[src/core/mbox_defs.svh]
/*
  Constants for the mailbox command engine: codes, header fields, limits.
  Assumes inclusion by the package and the engine only.
*/
`ifndef MBOX_DEFS_SVH
`define MBOX_DEFS_SVH
// Header word layout
`define HDR_ID_LSB 24
`define HDR_LEN_LSB 12
`define CODE_W 11
`define LEN_W 11
// Command codes
`define CMD_HASH 11'h014
`define CMD_STAT 11'h05B
`define CMD_OPEN 11'h032
`define CMD_CLOSE 11'h033
`define CMD_CS 11'h034
`define CMD_READ 11'h03A
`define CMD_WRITE 11'h039
`define CMD_ERASE 11'h038
// Response codes
`define RC_OK 11'h000
`define RC_MALFORMED 11'h001
`define RC_UNRECOG 11'h002
`define RC_FW_UNSUP 11'h003
`define RC_NOT_CFG 11'h100
`define RC_BUSY 11'h1FF
`define RC_NO_RESP 11'h2FF
`define RC_GEN_ERR 11'h3FF
// Major failure codes are this base plus 1..7
`define MAJOR_BASE 16'hF000
`define MAJOR_LAST 16'hF007
// Status words, limits and reset values
`define STAT_WORDS 11'h008
`define HASH_WORDS 11'h003
`define XFER_WORDS 1024
`define ERASE_LSB_MASK 32'h0000_3FFF
`define SECTOR_MASK 32'h0000_FFFF
`define CS_RST 4'h0
`endif

[src/core/mbox_pkg.sv]
/*
  Types shared by the mailbox command engine and its bench.
  Assumes mbox_defs.svh is on the include path.
*/
package mbox_pkg;
  // Engine states, one-hot
  typedef enum logic [7:0] {
    S_IDLE = 8'h01, S_ARGS = 8'h02, S_EXEC = 8'h04, S_WDATA = 8'h08,
    S_FLASH = 8'h10, S_DRAIN = 8'h20, S_HDR = 8'h40, S_DATA = 8'h80
  } state_t;
  typedef enum logic [1:0] {OP_READ = 2'h0, OP_WRITE = 2'h1, OP_ERASE = 2'h2} flash_op_t;
  // One request towards the flash port; held until acknowledged
  typedef struct packed {
    logic vld;
    flash_op_t op;
    logic [31:0] addr;
    logic [31:0] cnt;
    logic [31:0] wdata;
  } flash_req_t;
  // Remote update status as seen by the manager
  typedef struct packed {
    logic [63:0] cur_img;
    logic [63:0] fail_img;
    logic [2:0] major_idx;
    logic [15:0] minor;
    logic [31:0] version;
    logic [31:0] err_loc;
    logic [31:0] err_det;
  } upd_status_t;
endpackage

[src/core/mbox_cmd_engine.sv]
/*
  Mailbox command engine of the secure configuration manager: takes
  header-framed command packets, runs flash port commands, returns responses.
  Assumes all inputs come from logic on REF_CLK_I and a flash port that
  acknowledges each request with a one-cycle FLASH_ACK_I.
*/
// How it works
// - Hash query 0x14 takes one argument, answers three low hash words.
// - Hash words are little-endian, lowest byte in the lowest lane.
// - Code 0x32 claims the flash port; no arguments, no data, code only.
// - Status words 2-3 give first failing image; all ones means none.
// - Status word 4: major code high half, minor information low half.
// - Major codes 0xF001 to 0xF007 name the seven failure kinds.
// - Status words 6 and 7 hold error location and details, zero if none.
// - Code 0x33 releases the flash port claim; no arguments, no data.
// - Good read answers OK plus the words; a failure answers an error.
// - Partly failed reads still answer OK; failed words read as zero.
// - Erase 0x38 takes two words; address must be 64 KB aligned.
// - Codes 0, 1, 2, 3 and 0x100 mean ok, malformed, firmware_unsupported_code, unsupported, unconfigured.
// - Codes 0x1FF, 0x2FF, 0x3FF mean busy, no response, general error.
// - Length fields exclude the header word of every packet.
// - Header tag bits 27:24 are echoed from command to response.
`timescale 1ns/1ps
`include "mbox_defs.svh"
module mbox_cmd_engine #(
  parameter int MAX_XFER_WORDS = `XFER_WORDS
) (
  input wire logic REF_CLK_I,
  input wire logic ARST_N_I,
  input wire logic CMD_VALID_I,
  input wire logic [31:0] CMD_DATA_I,
  output logic CMD_READY_O,
  output logic RSP_VALID_O,
  output logic [31:0] RSP_DATA_O,
  output logic RSP_LAST_O,
  input wire logic RSP_READY_I,
  input wire logic [95:0] HASH_I,
  input wire mbox_pkg::upd_status_t STATUS_I,
  input wire logic CONFIGURED_I,
  input wire logic CFG_BUSY_I,
  output mbox_pkg::flash_req_t FLASH_REQ_O,
  input wire logic FLASH_ACK_I,
  input wire logic FLASH_ERR_I,
  input wire logic [31:0] FLASH_RDATA_I,
  output logic FLASH_OPEN_O,
  output logic [3:0] FLASH_CS_O
);
  import mbox_pkg::*;

  // Response length field and write length check limit transfers
  if (MAX_XFER_WORDS < 1 || MAX_XFER_WORDS > 2045) begin : g_chk
    $error("MAX_XFER_WORDS out of range");
  end

  state_t st_r, st_nxt;
  logic [10:0] code_r, code_nxt, len_r, len_nxt, rem_r, rem_nxt;
  logic [10:0] idx_r, idx_nxt, rlen_r, rlen_nxt, rc_r, rc_nxt, chk;
  logic [3:0] id_r, id_nxt, cs_r, cs_nxt;
  logic [1:0] argn_r, argn_nxt;
  logic [31:0] arg0_r, arg0_nxt, arg1_r, arg1_nxt, rsp_r, rsp_nxt;
  logic open_r, open_nxt, ferr_r, ferr_nxt;
  flash_req_t freq_r, freq_nxt;
  logic is_flash, is_xfer;

  // Status and hash words by index; failure fields blank when none failed
  function automatic logic [31:0] info_word(input logic [10:0] i, input logic hash,
                                            input logic [95:0] h, input upd_status_t s);
    logic nofail;
    nofail = &s.fail_img;
    info_word = 32'h0000_0000;
    if (hash) begin
      info_word = h[32*i[1:0] +: 32];
    end else begin
      case (i[2:0])
        3'd0: info_word = s.cur_img[31:0];
        3'd1: info_word = s.cur_img[63:32];
        3'd2: info_word = s.fail_img[31:0];
        3'd3: info_word = s.fail_img[63:32];
        3'd4: info_word = nofail ? 32'h0000_0000 : {`MAJOR_BASE + {13'h0000, s.major_idx}, s.minor};
        3'd5: info_word = nofail ? 32'h0000_0000 : s.version;
        3'd6: info_word = nofail ? 32'h0000_0000 : s.err_loc;
        default: info_word = nofail ? 32'h0000_0000 : s.err_det;
      endcase
    end
  endfunction

  // Command checks, in priority order
  always_comb begin
    logic [31:0] exp_len;
    exp_len = 32'h0000_0000;
    is_flash = (code_r == `CMD_CS) || (code_r == `CMD_READ) || (code_r == `CMD_WRITE) ||
               (code_r == `CMD_ERASE) || (code_r == `CMD_CLOSE);
    is_xfer = (code_r == `CMD_READ) || (code_r == `CMD_WRITE);
    case (code_r)
      `CMD_HASH, `CMD_CS: exp_len = 32'h0000_0001;
      `CMD_READ, `CMD_ERASE: exp_len = 32'h0000_0002;
      `CMD_WRITE: exp_len = arg1_r + 32'h0000_0002;
      default: exp_len = 32'h0000_0000;
    endcase
    chk = `RC_OK;
    if (!(is_flash || code_r == `CMD_HASH || code_r == `CMD_STAT || code_r == `CMD_OPEN)) begin
      chk = `RC_UNRECOG;
    end else if ({21'h00_0000, len_r} != exp_len) begin
      chk = `RC_MALFORMED;
    end else if (code_r == `CMD_HASH && !CONFIGURED_I) begin
      chk = `RC_NOT_CFG;
    end else if (is_flash && !open_r) begin
      chk = `RC_GEN_ERR;
    end else if (code_r == `CMD_OPEN && open_r) begin
      chk = `RC_BUSY;
    end else if ((is_xfer || code_r == `CMD_ERASE) && CFG_BUSY_I) begin
      chk = `RC_BUSY;
    end else if (is_xfer && (arg0_r[1:0] != 2'b00 || arg1_r == 32'h0000_0000 ||
                             arg1_r > 32'(MAX_XFER_WORDS))) begin
      chk = `RC_MALFORMED;
    end else if (code_r == `CMD_ERASE && (arg0_r & `SECTOR_MASK) != 32'h0000_0000) begin
      chk = `RC_GEN_ERR;
    end else if (code_r == `CMD_ERASE && ((arg1_r & `ERASE_LSB_MASK) != 32'h0000_0000 ||
                                          arg1_r == 32'h0000_0000)) begin
      chk = `RC_MALFORMED;
    end
  end

  // Packet sequencer: next values
  always_comb begin
    st_nxt = st_r;
    code_nxt = code_r;
    len_nxt = len_r;
    rem_nxt = rem_r;
    idx_nxt = idx_r;
    rlen_nxt = rlen_r;
    rc_nxt = rc_r;
    id_nxt = id_r;
    cs_nxt = cs_r;
    argn_nxt = argn_r;
    arg0_nxt = arg0_r;
    arg1_nxt = arg1_r;
    rsp_nxt = rsp_r;
    open_nxt = open_r;
    ferr_nxt = ferr_r;
    freq_nxt = freq_r;
    CMD_READY_O = 1'b0;
    case (st_r)
      S_IDLE: begin
        CMD_READY_O = 1'b1;
        if (CMD_VALID_I) begin
          code_nxt = CMD_DATA_I[`CODE_W-1:0];
          id_nxt = CMD_DATA_I[`HDR_ID_LSB +: 4];
          len_nxt = CMD_DATA_I[`HDR_LEN_LSB +: `LEN_W];
          rem_nxt = CMD_DATA_I[`HDR_LEN_LSB +: `LEN_W];
          argn_nxt = 2'd0;
          idx_nxt = 11'h000;
          ferr_nxt = 1'b0;
          rlen_nxt = 11'h000;
          st_nxt = (CMD_DATA_I[`HDR_LEN_LSB +: `LEN_W] == 11'h000) ? S_EXEC : S_ARGS;
        end
      end
      S_ARGS: begin
        CMD_READY_O = 1'b1;
        if (CMD_VALID_I) begin
          if (argn_r == 2'd0) arg0_nxt = CMD_DATA_I;
          if (argn_r == 2'd1) arg1_nxt = CMD_DATA_I;
          argn_nxt = (argn_r == 2'd2) ? 2'd2 : argn_r + 2'd1;
          rem_nxt = rem_r - 11'h001;
          // Write data is not buffered: it streams once address and count are known
          if (rem_r == 11'h001 || (code_r == `CMD_WRITE && argn_r == 2'd1)) st_nxt = S_EXEC;
        end
      end
      S_EXEC: begin
        rc_nxt = chk;
        st_nxt = S_HDR;
        if (chk != `RC_OK) begin
          if (rem_r != 11'h000) st_nxt = S_DRAIN;
        end else begin
          case (code_r)
            `CMD_HASH: rlen_nxt = `HASH_WORDS;
            `CMD_STAT: rlen_nxt = `STAT_WORDS;
            `CMD_OPEN: open_nxt = 1'b1;
            `CMD_CLOSE: open_nxt = 1'b0;
            `CMD_CS: cs_nxt = arg0_r[31:28];
            `CMD_READ: rlen_nxt = arg1_r[10:0];
            `CMD_ERASE: begin
              freq_nxt = '{vld: 1'b1, op: OP_ERASE, addr: arg0_r, cnt: arg1_r, wdata: 32'h0000_0000};
              st_nxt = S_FLASH;
            end
            `CMD_WRITE: st_nxt = S_WDATA;
            default: st_nxt = S_HDR;
          endcase
        end
      end
      S_WDATA: begin
        CMD_READY_O = 1'b1;
        if (CMD_VALID_I) begin
          freq_nxt = '{vld: 1'b1, op: OP_WRITE, addr: arg0_r + {19'h0_0000, idx_r, 2'b00},
                       cnt: 32'h0000_0001, wdata: CMD_DATA_I};
          idx_nxt = idx_r + 11'h001;
          rem_nxt = rem_r - 11'h001;
          st_nxt = S_FLASH;
        end
      end
      S_FLASH: begin
        if (FLASH_ACK_I) begin
          freq_nxt.vld = 1'b0;
          if (code_r == `CMD_READ) begin
            // A failed word reads as zero, the answer stays OK
            rsp_nxt = FLASH_ERR_I ? 32'h0000_0000 : FLASH_RDATA_I;
            st_nxt = S_DATA;
          end else if (code_r == `CMD_WRITE && rem_r != 11'h000) begin
            ferr_nxt = ferr_r | FLASH_ERR_I;
            st_nxt = S_WDATA;
          end else begin
            rc_nxt = (ferr_r || FLASH_ERR_I) ? `RC_GEN_ERR : `RC_OK;
            idx_nxt = 11'h000;
            st_nxt = S_HDR;
          end
        end
      end
      S_DRAIN: begin
        CMD_READY_O = 1'b1;
        if (CMD_VALID_I) begin
          rem_nxt = rem_r - 11'h001;
          if (rem_r == 11'h001) st_nxt = S_HDR;
        end
      end
      S_HDR: begin
        if (RSP_READY_I) begin
          if (rlen_r == 11'h000) begin
            st_nxt = S_IDLE;
          end else if (code_r == `CMD_READ) begin
            freq_nxt = '{vld: 1'b1, op: OP_READ, addr: arg0_r, cnt: 32'h0000_0001, wdata: 32'h0000_0000};
            st_nxt = S_FLASH;
          end else begin
            st_nxt = S_DATA;
          end
        end
      end
      S_DATA: begin
        if (RSP_READY_I) begin
          idx_nxt = idx_r + 11'h001;
          if (idx_r == rlen_r - 11'h001) begin
            st_nxt = S_IDLE;
          end else if (code_r == `CMD_READ) begin
            freq_nxt = '{vld: 1'b1, op: OP_READ, addr: arg0_r + {19'h0_0000, idx_nxt, 2'b00},
                         cnt: 32'h0000_0001, wdata: 32'h0000_0000};
            st_nxt = S_FLASH;
          end
        end
      end
      default: st_nxt = S_IDLE;
    endcase
    // Output word is registered; built here from the values it will show
    if (st_nxt == S_HDR && st_r != S_HDR) begin
      rsp_nxt = {4'h0, id_r, 1'b0, rlen_nxt, 1'b0, rc_nxt};
    end else if (st_nxt == S_DATA && code_r != `CMD_READ) begin
      rsp_nxt = info_word(idx_nxt, code_r == `CMD_HASH, HASH_I, STATUS_I);
    end
  end

  // Packet sequencer: registers
  always_ff @(posedge REF_CLK_I or negedge ARST_N_I) begin
    if (!ARST_N_I) begin
      st_r <= S_IDLE;
      code_r <= 11'h000;
      len_r <= 11'h000;
      rem_r <= 11'h000;
      idx_r <= 11'h000;
      rlen_r <= 11'h000;
      rc_r <= `RC_OK;
      id_r <= 4'h0;
      cs_r <= `CS_RST;
      argn_r <= 2'd0;
      arg0_r <= 32'h0000_0000;
      arg1_r <= 32'h0000_0000;
      rsp_r <= 32'h0000_0000;
      open_r <= 1'b0;
      ferr_r <= 1'b0;
      freq_r <= '0;
    end else begin
      st_r <= st_nxt;
      code_r <= code_nxt;
      len_r <= len_nxt;
      rem_r <= rem_nxt;
      idx_r <= idx_nxt;
      rlen_r <= rlen_nxt;
      rc_r <= rc_nxt;
      id_r <= id_nxt;
      cs_r <= cs_nxt;
      argn_r <= argn_nxt;
      arg0_r <= arg0_nxt;
      arg1_r <= arg1_nxt;
      rsp_r <= rsp_nxt;
      open_r <= open_nxt;
      ferr_r <= ferr_nxt;
      freq_r <= freq_nxt;
    end
  end

  // Outputs
  assign RSP_VALID_O = (st_r == S_HDR) || (st_r == S_DATA);
  assign RSP_LAST_O = ((st_r == S_HDR) && rlen_r == 11'h000) || ((st_r == S_DATA) && idx_r == rlen_r - 11'h001);
  assign RSP_DATA_O = rsp_r;
  assign FLASH_REQ_O = freq_r;
  assign FLASH_OPEN_O = open_r;
  assign FLASH_CS_O = cs_r;
endmodule

[config.mk]
export PLATFORM = sky130hd
export DESIGN_NAME = mbox_cmd_engine
export DESIGN_NICKNAME = d
export VERILOG_FILES = /design/src/core/mbox_pkg.sv /design/src/core/mbox_cmd_engine.sv
export VERILOG_INCLUDE_DIRS = /design/src /design/src/core
export SDC_FILE = /design/constraint.sdc
export NUM_CORES = 1
export LEC_CHECK = 0
export ABC_AREA = 1
export BUFFER_PORTS_ARGS = -buffer_cell sky130_fd_sc_hd__buf_4
export CAP_MARGIN = 10
export CORE_MARGIN = 10
export CORE_UTILIZATION = 45
export DETAILED_ROUTE_END_ITERATION = 8
export PLACE_DENSITY = 0.75
export SYNTH_ARGS = -nofsm -noshare
export SYNTH_HDL_FRONTEND = slang
export SYNTH_SLANG_ARGS = --single-unit
[constraint.sdc]
create_clock -name REF_CLK_I -period 4.1 [get_ports REF_CLK_I]
set_input_delay 0.82 -clock REF_CLK_I [delete_from_list [all_inputs] [get_ports REF_CLK_I]]
set_output_delay 0.82 -clock REF_CLK_I [all_outputs]
set_load 0.1 [all_outputs]
==> impl_metrics.env, run 1 <==
export IMPL_overflow=0
export IMPL_p_leak_nw=13.23
export IMPL_nets=3890
export IMPL_vias_per_cell=5.713
export IMPL_layout_drive_gt1_share_pct=21.94
export IMPL_cts_tree="done"
export IMPL_synth_area_top_cells="dfrtp_1, nand2_1, o21ai_0, nand3_1, inv_1"
export IMPL_switching_share_pct=38.33
export IMPL_h_tree_depth=1
export IMPL_tightest_slew_ns=1.278
export IMPL_die_area_mm2=0.05154
export IMPL_gp_congestion=1.020
export IMPL_cts_buffers=31
export IMPL_regArea_mm2=0.007034
export IMPL_synth_edff_count=0
export IMPL_ys_warn_count=0
export IMPL_synth_seq_area_share_pct=36.46
export IMPL_pre_cts_ws_ns=0.2257
export IMPL_synth_cells=2935
export IMPL_multiInputGateArea_mm2=0.01049
export IMPL_async_flop_share_pct=100.0
export IMPL_cp_arrival_ns=3.07
export IMPL_cp_max_fo=10
export IMPL_cts_sinks=281
export IMPL_ys_flop_type="dfrtp_1"
export IMPL_cp_required_ns=3.28
export IMPL_dp_hpwl_mm=76.46
export IMPL_synth_area_mm2=0.01929
export IMPL_hold_slack_ns=0.2998
export IMPL_avgSynthCellArea_um2=6.571
export IMPL_max_clock_freq_mhz=257.2
export IMPL_cts_root_buf="clkbuf_16"
export IMPL_fin_worst_skew_ns=0.01403
export IMPL_synth_top_cell_by_area="dfrtp_1"
export IMPL_p_switching_w=0.003719
export IMPL_crit_path_end_kind="primary output"
export IMPL_synth_most_common_cell="nand2_1"
export IMPL_clk_path_buf_depth=3
export IMPL_p_seq_share_pct=40.5
export IMPL_drt_iter0_markers=2484
export IMPL_grt_pass1_wl_mm=139.0
export IMPL_grtUsageTotal_pct=35.25
export IMPL_chipWidth_um=227.0
export IMPL_run_status="finished, final reports clean"
export IMPL_die_h_um=227.0
export IMPL_peakVddDrop_mv=0.3884
export IMPL_critPathKind="flop to primary output"
export IMPL_first_pass_iters=8
export IMPL_p_total_w=0.009703
export IMPL_rr_endpoint="RSP_DATA_O[14]"
export IMPL_slew_viol_final=0
export IMPL_r2r_slack_ns=0.26
export IMPL_synth_nets=3367
export IMPL_p_int_w=0.005984
export IMPL_syn2layout_area_growth_pct=30.89
export IMPL_ys_seq_elements=281
export IMPL_setup_violations=0
export IMPL_rows=75
export IMPL_finalCritPeriodShare_pct=94.81
export IMPL_synth_common_cells="nand2_1, inv_1, nor2_1, dfrtp_1, o21ai_0"
export IMPL_setup_tns_ns=0
export IMPL_clk_pin_slew_ns=0.06
export IMPL_numPortBuffers=549
export IMPL_synth_top_cell_area_share_pct=36.33
export IMPL_initial_utilization_pct=45.78
export IMPL_cp_start_kind="flop"
export IMPL_wire_per_inst_um=23.48
export IMPL_ioPinCount=550
export IMPL_first_global_vias=22651
export IMPL_nFillCells=4004
export IMPL_r2r_cells=20
export IMPL_antenna_found_initial=8
export IMPL_slew_headroom_pct=14.71
export IMPL_drc=0
export IMPL_worst_slack_ns=0.2126
export IMPL_period_minus_slack_ns=3.887
export IMPL_maxCapViolCount=0
export IMPL_yosysUniqueCellTypes=62
export IMPL_routed_wl_mm=94.59
export IMPL_via_count=23010
export IMPL_hold_viol=0
export IMPL_power_density_mw_per_mm2=384.4
export IMPL_regToRegStartpoint="arg1_r[3]"
export IMPL_coreArea_mm2=0.04213
export IMPL_worst_hold_path_type="primary input to async pin"
export IMPL_power_frac_comb_pct=29.3
export IMPL_ant_nets=0
export IMPL_grt_max_degree=107
export IMPL_clkPwrFrac_pct=30.2
export IMPL_insertion_delay_ns=0.59
[worst max-delay path by stage]
stage | slack [ns] | startpoint | depth (start not counted) | end
after CTS | 0.04 | rlen_r[0] | 13 | RSP_LAST_O
after detailed placement | 0.23 | st_r[3] | 23 | FLASH_REQ_O[92]
after global placement | 0.26 | rem_r[0] | 23 | RSP_DATA_O[11]
final | 0.21 | st_r[7] | 8 | CMD_READY_O
after global routing | -0.01 | st_r[5] | 23 | FLASH_REQ_O[92]
after floorplan | 0.71 | st_r[3] | 24 | FLASH_REQ_O[82]
[repair_timing]
| item | 4_1_cts | 5_1_grt |
|---|---|---|
| endpoints found under the hold margin | 0 | 0 |
| pin swaps | 0 | 4 |
| setup endpoints to repair | 1 | 14 |
| buffers inserted | 0 | 5 |
| resized for setup | 1 | 15 |
| hold buffers | 0 | 0 |
[cells in the final DEF (no fill, tap or decap), drive strengths merged, types with 3 or more instances in the layout]
| cell type | n |
|---|---|
| nand2 | 966 |
| buf | 619 |
| nor2 | 310 |
| inv | 308 |
| o21ai | 281 |
| dfrtp | 280 |
| nand3 | 234 |
| nand4 | 88 |
| a21oi | 88 |
| clkbuf | 43 |
| xor2 | 27 |
| a22oi | 25 |
| o22ai | 23 |
| nor3 | 22 |
| a31oi | 22 |
| ha | 20 |
| nor4 | 16 |
| clkinv | 15 |
| or2 | 14 |
| nand3b | 12 |
| o211ai | 10 |
| o21bai | 10 |
| diode | 7 |
| o221ai | 7 |
| o21a | 7 |
| o31ai | 4 |
| a211oi | 3 |
| bufinv | 3 |
| a21boi | 3 |
[cell families after synthesis]
kind of cell,share of synthesized area (%)
flip-flops,36.46
AND/OR/NAND/NOR,36.93
adder cells (fa/ha/maj),1.401
buffers and inverters,9.413
XOR/XNOR,1.317
multiplexers,0.05838
AO/OA/AOI/OAI,14.42
[worst max-delay path, cell delays in order, from the launching register on]
cell and delay [ns]:
dfrtp_1 0.40, nor2_1 0.23, nand2_1 0.16, nor4_1 0.53, nor2_1 0.13, nand2_1 0.21
clkinv_1 0.30, nand2_1 0.20, buf_4 0.31
[sequential cells by signal, summed over array words and instances, names as in the netlist]
name	count
code_r	11
FLASH_CS_O	4
argn_r	2
arg0_r	32
FLASH_REQ_O	99
id_r	4
ferr_r	1
arg1_r	32
idx_r	11
st_r	8
rc_r	11
rlen_r	11
rem_r	11
RSP_DATA_O	32
len_r	11
FLASH_OPEN_O	1
[layer usage]
metal / GRT usage [%] / vias to the layer above / part of all wire (%)
li1: - / 10640 / -
met1: 42.26 / 10964 / 38
met3: 5.109 / 226 / 7.7
met2: 60.72 / 1178 / 49
met4: 17.97 / 2 / 5.4
met5: 0 / - / 0.014
[layout make-up]
cell class	instances	share of cell area (%)
multi-input combinational	2212	41.56
sequential	281	27.86
timing repair buffer	619	18.99
inverter	313	4.664
clock buffer	43	3.489
tap	539	2.671
clock inverter	14	0.6889
antenna	7	0.06939
[power by group through the flow]
stage | logic (W) | registers [W] | clock network (W)
global placement | 0.00272 | 0.00393 | 0
detailed placement | 0.00279 | 0.00395 | 0
CTS | 0.00281 | 0.00391 | 0.00295
finish | 0.00284 | 0.00393 | 0.00293
global route | 0.00317 | 0.00400 | 0.00306
floorplan | 0.00173 | 0.00373 | 0
[stage by stage]
stage	util (%)	cell area (µm²)	std cells
2_1_floorplan	-	19290	2935
3_3_place_gp	57.16	24080	3958
3_5_place_dp	57.19	24100	3959
4_1_cts	59.71	25160	4016
5_1_grt	59.92	25250	4028
6_report	59.92	25250	4028
(Power assumes the default switching activity.)
==> inputs of run 2 (changes only) <==
Settings changed: ABC_AREA 1 to unset, CORE_UTILIZATION 45 to 48, MAX_ROUTING_LAYER set to met4, PLACE_DENSITY 0.75 to 0.79.
==> impl_metrics.env, run 2 <==
export IMPL_run_status="finished with violations"
export IMPL_violations="DRC"
export IMPL_synth_cells=2073
export IMPL_r2r_cells=13
export IMPL_routed_wl_mm=97.47
export IMPL_cp_top_family="compound AO/OA/AOI/OAI gates"
export IMPL_ys_flop_type="dfrtp_1"
export IMPL_worst_hold_path_type="primary input to async pin"
export IMPL_drc=2
export IMPL_cp_required_ns=4.57
export IMPL_drt_iter0_markers=2734
export IMPL_insertion_delay_ns=0.59
export IMPL_final_cells=3178
export IMPL_nets=3063
export IMPL_cts_root_buf="clkbuf_16"
export IMPL_max_clock_freq_mhz=244.8
export IMPL_via_count=20559
export IMPL_synth_nets=2505
export IMPL_die_h_um=214.0
export IMPL_ioPinCount=550
export IMPL_path_buf_inv=3
export IMPL_synth_area_mm2=0.01807
export IMPL_tightest_slew_ns=1.122
export IMPL_crit_slowest_cell="a221oi_1"
export IMPL_cp_start_kind="flop"
export IMPL_rows=71
export IMPL_largest_reg_flops=99
export IMPL_r2r_slack_ns=0.02
export IMPL_layout_drive_gt1_share_pct=33.82
export IMPL_slew_headroom_pct=24.92
export IMPL_synth_top_cell_by_area="dfrtp_1"
export IMPL_dp_hpwl_mm=76.83
export IMPL_first_global_vias=20402
export IMPL_gp_congestion=1.094
export IMPL_grt_pass1_wl_mm=140.3
export IMPL_synth_edff_count=0
export IMPL_h_tree_depth=1
export IMPL_hold_slack_ns=0.2929
export IMPL_nFillCells=2934
export IMPL_crit_top_cell="buf_4"
export IMPL_cts_sinks=281
export IMPL_fin_worst_skew_ns=0.03428
export IMPL_cts_tree="done"
export IMPL_regToRegStartpoint="rem_r[0]"
export IMPL_place_inst=3107
export IMPL_synth_area_top_cells="dfrtp_1, mux2_2, nand2_1, o21ai_0, mux2i_1"
export IMPL_grtUsageTotal_pct=41.37
export IMPL_mostFrequentLayoutCell="buf_4"
export IMPL_placed_cell_area_mm2=0.02331
export IMPL_antenna_found_initial=15
export IMPL_overflow=0
export IMPL_cp_endpoint="RSP_DATA_O[13]"
export IMPL_period_minus_slack_ns=4.084
export IMPL_yosysUniqueCellTypes=92
export IMPL_chipWidth_um=214.0
export IMPL_setup_violations=0
export IMPL_stdcell_area_mm2=0.02452
export IMPL_avgSynthCellArea_um2=8.716
export IMPL_cp_depth=13
export IMPL_syn2layout_area_growth_pct=35.70
export IMPL_synth_top_cell_area_share_pct=38.78
export IMPL_async_flop_share_pct=100.0
export IMPL_worst_slack_ns=0.01579
export IMPL_maxCapViolCount=0
export IMPL_pre_cts_ws_ns=-0.04214
export IMPL_synth_seq_area_share_pct=38.93
export IMPL_postCtsHoldBufs=0
export IMPL_peakVddDrop_mv=0.4334
export IMPL_clk_path_buf_depth=3
export IMPL_synth_most_common_cell="nand2_1"
export IMPL_rr_endpoint="RSP_DATA_O[13]"
export IMPL_ant_nets=0
export IMPL_synth_common_cells="nand2_1, dfrtp_1, o21ai_0, a21oi_1, mux2_2"
export IMPL_setup_tns_ns=0
export IMPL_cts_buffers=28
export IMPL_vias_per_cell=6.469
export IMPL_ys_seq_elements=281
export IMPL_power_density_mw_per_mm2=416.7
export IMPL_wire_per_inst_um=30.67
export IMPL_numPortBuffers=549
export IMPL_critPathLaunch="rem_r[0]"
export IMPL_grt_max_degree=111
export IMPL_ys_warn_count=0
export IMPL_slew_viol_final=0
export IMPL_cp_arrival_ns=4.55
export IMPL_clk_pin_slew_ns=0.07
export IMPL_final_cell_mix="buf_4, nand2_1, dfrtp_1"
export IMPL_p_leak_nw=11.40
export IMPL_cpPeakStageDelay_ns=0.54
export IMPL_finalCritPeriodShare_pct=99.61
export IMPL_critPathKind="flop to flop"
export IMPL_first_pass_iters=9
export IMPL_coreArea_mm2=0.03740
export IMPL_initial_utilization_pct=48.31
export IMPL_crit_path_end_kind="flop"
export IMPL_path_cells="inv_1, ha_1, or3b_2, nor4_1, o211ai_1, a211oi_4, buf_4, buf_4, mux2i_1, o22ai_1, a221oi_1, a21oi_1, mux2_2"
export IMPL_cp_max_fo=13
export IMPL_hold_viol=0
export IMPL_die_area_mm2=0.04580
==> run 2: cells by family (layout without fill, tap and decap cells) <==
kind of cell,after synthesis,in the layout,share of synthesized area [%]
compound gates,552,552,19.17
xor+xnor,65,65,3.276
fa+ha+maj,21,21,1.496
buf+inv,174,753,3.816
flops,281,281,38.93
mux,193,193,11.58
other cells,0,15,0
simple gates,787,787,21.74
==> run 2: power breakdown <==
group | switching [W] | internal, W
clock network | 0.00121 | 0.00166
logic | 0.00176 | 0.00154
registers | 0.000749 | 0.00330
total | 0.00371 | 0.00650
==> run 2: worst min path at each step <==
stage                      end      from  cells after the start
6_report       FLASH_REQ_O[14]  ARST_N_I                      1
5_1_grt        FLASH_REQ_O[21]  ARST_N_I                      1
4_1_cts        FLASH_REQ_O[21]  ARST_N_I                      1
3_5_place_dp           rc_r[3]   rc_r[3]                      1
3_3_place_gp           rc_r[4]   rc_r[4]                      1
2_1_floorplan          rc_r[2]   rc_r[2]                      1
==> run 2: metal layers <==
metal | global-route usage [%] | part of all wire, %
met1 | 49.69 | 38
met2 | 66.60 | 47
met3 | 8.491 | 10
met4 | 17.54 | 4.9
met5 | - | 0
==> run 2: final cells by class <==
type | instances | area, µm² | area share, %
clock inverter | 14 | 216.5 | 0.8829
clock buffer | 37 | 814.5 | 3.322
tap | 511 | 639.4 | 2.608
multi-input combinational | 1618 | 10510 | 42.85
sequential | 281 | 7036 | 28.70
inverter | 36 | 136.4 | 0.5563
timing repair buffer | 666 | 5132 | 20.93
antenna | 15 | 37.54 | 0.1531
==> run 2: through the flow <==
step | util, % | power (W)
after floorplan | - | 0.005791
after global placement | 62.32 | 0.006994
after detailed placement | 62.32 | 0.007186
after CTS | 65.24 | 0.01010
after global routing | 65.55 | 0.01055
final | 65.55 | 0.01022
==> run 2: worst reg2reg max path, delay by kind of cell, from the launching register on <==
kind                     cells  cell delay (ns)
adder cells (fa/ha/maj)      1             0.20
buffers and inverters        3             0.51
multiplexers                 2             0.53
AO/OA/AOI/OAI                5             1.44
AND/OR/NAND/NOR              2             0.89
flip-flops                   1             0.43
==> run 2: repair_timing <==
| action | in CTS | in global routing |
|---|---|---|
| gates resized for setup | 11 | 14 |
| setup endpoints to repair | 13 | 42 |
| pin swaps | 1 | 3 |
| setup buffers | 2 | 3 |
